**config.mk**
```make
export PLATFORM = sky130hd
export DESIGN_NAME = pswc_power_switch_wake_control
export DESIGN_NICKNAME = d
export VERILOG_FILES = /design/src/logic/pswc_power_switch_wake_control.v /design/src/logic/pswc_debounce.v
export VERILOG_INCLUDE_DIRS = /design/src /design/src/logic
export SDC_FILE = /design/constraint.sdc
export NUM_CORES = 1
export LEC_CHECK = 0
export BUFFER_PORTS_ARGS = -buffer_cell sky130_fd_sc_hd__buf_4
export CORE_MARGIN = 2
export CORE_UTILIZATION = 53
export CTS_CLUSTER_DIAMETER = 80
export CTS_CLUSTER_SIZE = 28
export DETAILED_ROUTE_END_ITERATION = 8
export GPL_TIMING_DRIVEN = 0
export PLACE_DENSITY = 0.78
export SYNTH_ARGS = -nofsm -noshare
export SYNTH_HDL_FRONTEND = slang
export SYNTH_HIERARCHICAL = 1
export SYNTH_SLANG_ARGS = --single-unit
```
**constraint.sdc**
```tcl
create_clock -name sys_clk -period 1.94 [get_ports sys_clk]
set_clock_uncertainty 0.1 [all_clocks]
set_input_delay 0.388 -clock sys_clk [delete_from_list [all_inputs] [get_ports sys_clk]]
set_output_delay 0.388 -clock sys_clk [all_outputs]
set_load 0.02 [all_outputs]
```
**src/logic/pswc_defs.vh**
```
// How it works
// - Short press in soft-off powers on
// - Short press while working enters sleep
// - Over six seconds working forces soft-off
// - Short press while sleeping wakes system
// - Over six seconds sleeping goes soft-off
// - Listed sources wake S3/S4/S5, USB S3 only
// - S4 wake only with OS support enabled
// - Software soft-off request removes system power
// - PME wakes only when firmware enables it
// - Programmed RTC alarm wakes from S5
`ifndef PSWC_DEFS_VH
`define PSWC_DEFS_VH

// =====================================================
// Power states
`define PSWC_ST_W        2
`define PSWC_ST_S0       2'h0
`define PSWC_ST_S3       2'h1
`define PSWC_ST_S4       2'h2
`define PSWC_ST_S5       2'h3

// =====================================================
// Timing
`define PSWC_CLK_HZ      20000000
`define PSWC_SHORT_S     4
`define PSWC_LONG_S      6
`define PSWC_DEB_US      10
`define PSWC_CNT_W       28
`define PSWC_DEB_W       8

`endif

```
**src/logic/pswc_power_switch_wake_control.v**
```verilog
`timescale 1ns/1ps
`include "pswc_defs.vh"

// =====================================================
// Power-state controller
module pswc_power_switch_wake_control
#(
    parameter SHORT_CYC = `PSWC_SHORT_S * `PSWC_CLK_HZ,
    parameter LONG_CYC  = `PSWC_LONG_S * `PSWC_CLK_HZ,
    parameter DEB_CYC   = (`PSWC_DEB_US * (`PSWC_CLK_HZ / 1000000))
)
(
    // Clock and reset
    input  wire       sys_clk,
    input  wire       rst,
    // Front-panel switch, high while pressed
    input  wire       pwr_sw,
    // Host software requests, one-cycle pulses
    input  wire       sw_off_req,
    input  wire       sw_s3_req,
    input  wire       sw_s4_req,
    input  wire       sw_on_req,
    // Firmware options
    input  wire       pme_wake_en,
    input  wire       s4_wake_os_ok,
    input  wire       rtc_alarm_set,
    // Wake sources, high when active
    input  wire       rtc_alarm,
    input  wire       lan_wake,
    input  wire       usb_wake,
    input  wire       pci_pme,
    input  wire       pcie_wake,
    input  wire       cir_wake,
    // State outputs
    output reg  [1:0] pwr_state_ff,
    output reg        sys_pwr_on_ff,
    output reg        wake_evt_ff
);

    // =====================================================
    // State codes
    localparam [1:0] ST_ON   = `PSWC_ST_S0;   // Working
    localparam [1:0] ST_STBY = `PSWC_ST_S3;   // Suspend to memory
    localparam [1:0] ST_HIBR = `PSWC_ST_S4;   // Suspend to disk
    localparam [1:0] ST_OFF  = `PSWC_ST_S5;   // Soft-off

    // =====================================================
    // Debounced switch
    wire sw_clean;   // Filtered switch level

    pswc_debounce #(.DEB_CYC(DEB_CYC)) u_deb
    (
        .sys_clk  (sys_clk),
        .rst      (rst),
        .raw_in   (pwr_sw),
        .clean_ff (sw_clean)
    );

    // =====================================================
    // Press timer
    reg [`PSWC_CNT_W-1:0] press_cnt_ff;   // Press length in cycles
    reg                   sw_prev_ff;     // Last switch level
    reg                   long_done_ff;   // Long press already acted on

    wire release_evt = sw_prev_ff & ~sw_clean;
    wire short_press = release_evt & ~long_done_ff &
                       (press_cnt_ff < SHORT_CYC[`PSWC_CNT_W-1:0]);
    wire long_press  = sw_clean & ~long_done_ff &
                       (press_cnt_ff >= LONG_CYC[`PSWC_CNT_W-1:0]);

    // Release is seen in the same cycle the filtered level drops.
    // Short decision waits for release; long fires while held.
    // Presses between the two thresholds fall through silently.
    // Counter saturates so a stuck switch cannot wrap it.
    // Count while pressed, restart on release
    always @(posedge sys_clk)
    begin
        if (rst)
        begin
            press_cnt_ff <= {`PSWC_CNT_W{1'b0}};
            sw_prev_ff   <= 1'b0;
            long_done_ff <= 1'b0;
        end
        else
        begin
            sw_prev_ff <= sw_clean;
            if (!sw_clean)
            begin
                press_cnt_ff <= {`PSWC_CNT_W{1'b0}};
                long_done_ff <= 1'b0;
            end
            else
            begin
                // Saturate once long threshold reached
                if (press_cnt_ff < LONG_CYC[`PSWC_CNT_W-1:0])
                    press_cnt_ff <= press_cnt_ff + 28'h1;
                if (long_press)
                    long_done_ff <= 1'b1;
            end
        end
    end

    // =====================================================
    // Wake qualification
    wire wake_any = rtc_alarm | lan_wake | pcie_wake | cir_wake |
                    (pci_pme & pme_wake_en);
    wire wake_s3  = wake_any | usb_wake;
    wire wake_s4  = wake_any & s4_wake_os_ok;
    wire wake_s5  = (rtc_alarm & rtc_alarm_set) | lan_wake | pcie_wake |
                    cir_wake | (pci_pme & pme_wake_en);

    // Source wake for whichever sleep state is current
    wire wake_sleep = (pwr_state_ff == ST_STBY) ? wake_s3 : wake_s4;

    // =====================================================
    // Next-state logic
    reg [1:0] nxt_pwr_state;   // Next power state
    reg       nxt_wake_evt;    // Wake took effect

    // Priority per state; requests not valid here are ignored
    always @*
    begin
        nxt_pwr_state = pwr_state_ff;
        nxt_wake_evt  = 1'b0;
        case (pwr_state_ff)
            ST_ON:
            begin
                // Fail-safe hold beats any software request
                if (long_press)
                begin
                    nxt_pwr_state = ST_OFF;
                end
                // Software soft-off
                else if (sw_off_req)
                begin
                    nxt_pwr_state = ST_OFF;
                end
                // Short press sends the system to sleep
                else if (short_press)
                begin
                    nxt_pwr_state = ST_STBY;
                end
                // Host suspend to disk
                else if (sw_s4_req)
                begin
                    nxt_pwr_state = ST_HIBR;
                end
                // Host suspend to memory
                else if (sw_s3_req)
                begin
                    nxt_pwr_state = ST_STBY;
                end
            end
            ST_STBY, ST_HIBR:
            begin
                // Long hold drops straight to soft-off
                if (long_press)
                begin
                    nxt_pwr_state = ST_OFF;
                end
                // Short press wakes from either sleep state
                else if (short_press)
                begin
                    nxt_pwr_state = ST_ON;
                    nxt_wake_evt  = 1'b1;
                end
                // Enabled wake source for this sleep state
                else if (wake_sleep)
                begin
                    nxt_pwr_state = ST_ON;
                    nxt_wake_evt  = 1'b1;
                end
                // Software soft-off from sleep
                else if (sw_off_req)
                begin
                    nxt_pwr_state = ST_OFF;
                end
            end
            ST_OFF:
            begin
                // Switch or enabled source powers on
                if (short_press | wake_s5)
                begin
                    nxt_pwr_state = ST_ON;
                    nxt_wake_evt  = 1'b1;
                end
                // Host power-on request, no wake pulse
                else if (sw_on_req)
                begin
                    nxt_pwr_state = ST_ON;
                end
            end
            // Unused code falls back to soft-off
            default:
            begin
                nxt_pwr_state = ST_OFF;
            end
        endcase
    end

    // =====================================================
    // State registers
    // Power flag follows the next state so both change together
    always @(posedge sys_clk)
    begin
        // Reset lands in soft-off with power removed
        if (rst)
        begin
            pwr_state_ff  <= ST_OFF;
            sys_pwr_on_ff <= 1'b0;
            wake_evt_ff   <= 1'b0;
        end
        else
        begin
            pwr_state_ff  <= nxt_pwr_state;
            sys_pwr_on_ff <= (nxt_pwr_state == ST_ON);
            wake_evt_ff   <= nxt_wake_evt;
        end
    end

endmodule

```
**src/logic/pswc_debounce.v**
```verilog
`timescale 1ns/1ps
`include "pswc_defs.vh"

// =====================================================
// Switch debouncer
module pswc_debounce
#(
    parameter DEB_CYC = (`PSWC_DEB_US * (`PSWC_CLK_HZ / 1000000))
)
(
    // Clock and reset
    input  wire sys_clk,
    input  wire rst,
    // Raw and filtered level
    input  wire raw_in,
    output reg  clean_ff
);

    reg [`PSWC_DEB_W-1:0] cnt_ff;   // Stability counter

    // Follow input once stable for DEB_CYC cycles
    always @(posedge sys_clk)
    begin
        if (rst)
        begin
            cnt_ff   <= {`PSWC_DEB_W{1'b0}};
            clean_ff <= 1'b0;
        end
        else if (raw_in == clean_ff)
        begin
            cnt_ff <= {`PSWC_DEB_W{1'b0}};
        end
        else if (cnt_ff == DEB_CYC[`PSWC_DEB_W-1:0] - 8'h01)
        begin
            cnt_ff   <= {`PSWC_DEB_W{1'b0}};
            clean_ff <= raw_in;
        end
        else
        begin
            cnt_ff <= cnt_ff + 8'h01;
        end
    end

endmodule

```
==> flow_summary.toml <==
[synth]
yosys.cell_count.top_type = "dfxtp_1"
synth_cell_types = 53
synth_seq_cells = 43
synth-seq-area-share_pct = 39.2
syn_nets = 271
syn_area_um2 = 2190
synth_cells = 250
synth_top_area_cell = "dfxtp_1"
synth_top_area_share_pct = 39.2
synth_common_cells = "43 x dfxtp_1, 32 x nor2_1, 16 x xor2_1, 15 x nand2_1, 15 x nand3_1"
yosys_most_used_dff = "dfxtp_1"
postSynth.asyncResetShare_pct = 0
synth_enable_flop_cells = 0
synth_warnings = 6
syn_area_per_cell_um2 = 8.78
ys_top_cells_by_area = "dfxtp_1 39%, xor2_1 6.4%, nor2_1 5.5%"

[grt]
grt_pass1_vias = 1719
grt_overflow_total = 0
track_usage_pct = 22.4
antenna_found_initial = 0
grt_first_pass_wirelength_mm = 7.85
grt_max_degree = 12

[pwr]
ir_drop_mv = 0.316
p_leak_nw = 1.07
internal_power_mw = 1.23
p_sw_share_pct = 24.3
seqPwrFrac_pct = 56.4
switchingPower_mw = 0.395
power.density_nw_per_um2 = 561
clkPwrFrac_pct = 31.8
p_comb_share_pct = 11.8

[timing]
finalHoldViolCount = 0
tightest_slew_ps = 739
fin_crit_ps = 2110
hold_ws_ps = 204
rsz0062_at_grt = "yes"
timing.fmax_mhz = 473
finalCritPeriodShare_pct = 109
setup_ws_ps = -175
final-max-slew-violation-count = 0
setup_viol = 13
maxSlewHeadroom_pct = 49.5

[clock_network]
htreeDepth = 2
cts_tree = "yes"
ctsRootBufferMaster = "clkbuf_8"
cts_made_buffers = 5
clkSinkCount = 43
clk_path_buf_depth = 2
insertion_delay_ps = 290
clkTransAtPathRegs_ps = 80

[cells_and_area]
layout-drive-gt1-share_pct = 32.0
final_nets = 316
areaGrowthSynthToFinish_pct = 31.8
fin_util_pct = 72.3
design_area_um2 = 2890
antenna_cells = 0
stdcell_count = 344
n_fill_cell = 276

[setup_path]
crit_required_ps = 2020
crit_type = "reg -> reg"
crit_fanout = 6
worst_path_largest_cell_delay_ps = 520
worstPathArrival_ps = 2190
cp-end-kind = "register"
path_cells = "or4_1, a211o_1, o211ai_4, buf_4, a21oi_1, a32oi_1, a21oi_1"
crit_top_cell = "a21oi_1"
slowest_stage = "or4_1"
startpoint_type = "register"

[placement]
dp.cells = 319
place_area_um2 = 2400
place.gp.congestion = 0.863
dp_hpwl_mm = 3.21
dp_worst_setup_slack_ps = -343
io_buffers = 19

[die]
start_util_pct = 54.9
coreArea_um2 = 4000
die_w_um = 68.4
fp-row-count = 23
boundaryPins = 20
die_h_um = 68.4
dieArea_um2 = 4670

[route]
wl_per_cell_um = 16.8
drt_first_pass_iters = 4
viasPerCell = 6.18
drc = 0
num_vias = 2125
drtIter0Drc = 222
wl_mm = 5.79
ant_nets = 0

[status]
violations = "negative setup slack"
outcome = "finished with violations"

[flow_run]
drv_cap = 0

[min_path]
hold_path_class = "in -> reg"
==> timing repair <==
| item | 4_1_cts | 5_1_grt |
|---|---|---|
| setup buffers | 4 | 12 |
| endpoints found under the setup margin | 16 | 23 |
| gates resized for setup | 14 | 45 |
| endpoints found under the hold margin | 0 | 0 |
| hold buffers | 0 | 0 |
| pin swaps | 3 | 15 |
| cloned | 0 | 3 |
==> critical path: cells and delay by family, from the launching register on <==
kind / cells / cell delay [ps]
buffers and inverters: 1 / 170
AOI/OAI and AO/OA: 5 / 850
DFF: 1 / 350
and+or+nand+nor: 1 / 520
==> power groups by stage <==
| stage | combinational (mW) | clock, mW | sequential, mW |
|---|---|---|---|
| final | 0.191 | 0.516 | 0.915 |
| after global routing | 0.209 | 0.569 | 0.919 |
| after CTS | 0.186 | 0.528 | 0.918 |
| after detailed placement | 0.177 | 0 | 0.941 |
| after global placement | 0.173 | 0 | 0.941 |
| after floorplan | 0.0791 | 0 | 0.961 |
==> sequential cells by signal (all words and copies together), names as in the netlist <==
signal,flops
press_cnt_ff,28
u_deb/cnt_ff,8
pwr_state_ff,2
long_done_ff,1
sw_prev_ff,1
sys_pwr_on_ff,1
u_deb/clean_ff,1
wake_evt_ff,1
==> metrics by stage <==
stage / setup TNS (ps) / total power, mW
global placement: -2560 / 1.11
detailed placement: -2870 / 1.12
global route: -2870 / 1.70
finish: -943 / 1.62
floorplan: -10.2 / 1.04
CTS: -432 / 1.63
==> routing by layer <==
metal  vias to the layer above  routed length, µm  global-route usage (%)
li1                        999                  -                       -
met1                      1005               2410                    28.3
met2                        97               2780                    37.0
met3                        24                417                    6.09
met4                         0                185                    7.25
met5                         -                  0                       0
==> layout by cell type (no fill, tap or decap), drive strengths merged, types with 2 or more instances in the layout <==
cell type	synthesis	final
a211o	2	2
a211oi	4	4
a21oi	6	6
a22oi	2	2
a31oi	2	2
a32oi	2	2
and2	5	5
and3	4	4
and4	3	3
buf	3	39
clkbuf	7	14
dfxtp	43	43
ha	5	5
inv	6	6
nand2	16	16
nand2b	2	2
nand3	15	15
nand4	12	13
nor2	32	32
nor3	14	14
nor4	6	6
o2111ai	2	2
o211ai	2	2
o21ai	5	5
o21bai	2	2
or3	4	4
xnor2	13	13
xor2	16	16
==> logic make-up after synthesis <==
kind of cell | synth area share, %
compound gates | 13.2
xor+xnor | 11.6
fa+ha+maj | 2.85
buf+inv | 3.02
flops | 39.2
simple gates | 30.2
==> final timing paths <==
check / from / to / slack [ps] / cells past startpoint
max: press_cnt_ff[20] / sys_pwr_on_ff / -170 / 7
min reg2reg: u_deb/cnt_ff[0] / u_deb/cnt_ff[0] / 370 / 1
min: rst / u_deb/clean_ff / 200 / 2
max reg2reg: press_cnt_ff[20] / sys_pwr_on_ff / -170 / 7
==> cell type report <==
type	instances	area (µm²)	share of cell area, %
sequential	43	883	30.5
buffer	10	70.1	2.42
tap	50	62.6	2.16
timing repair buffer	37	320	11.1
multi-input combinational	192	1460	50.5
inverter	6	22.5	0.779
clock buffer	6	72.6	2.51
No activity file was read; power rests on OpenSTA's default activity.
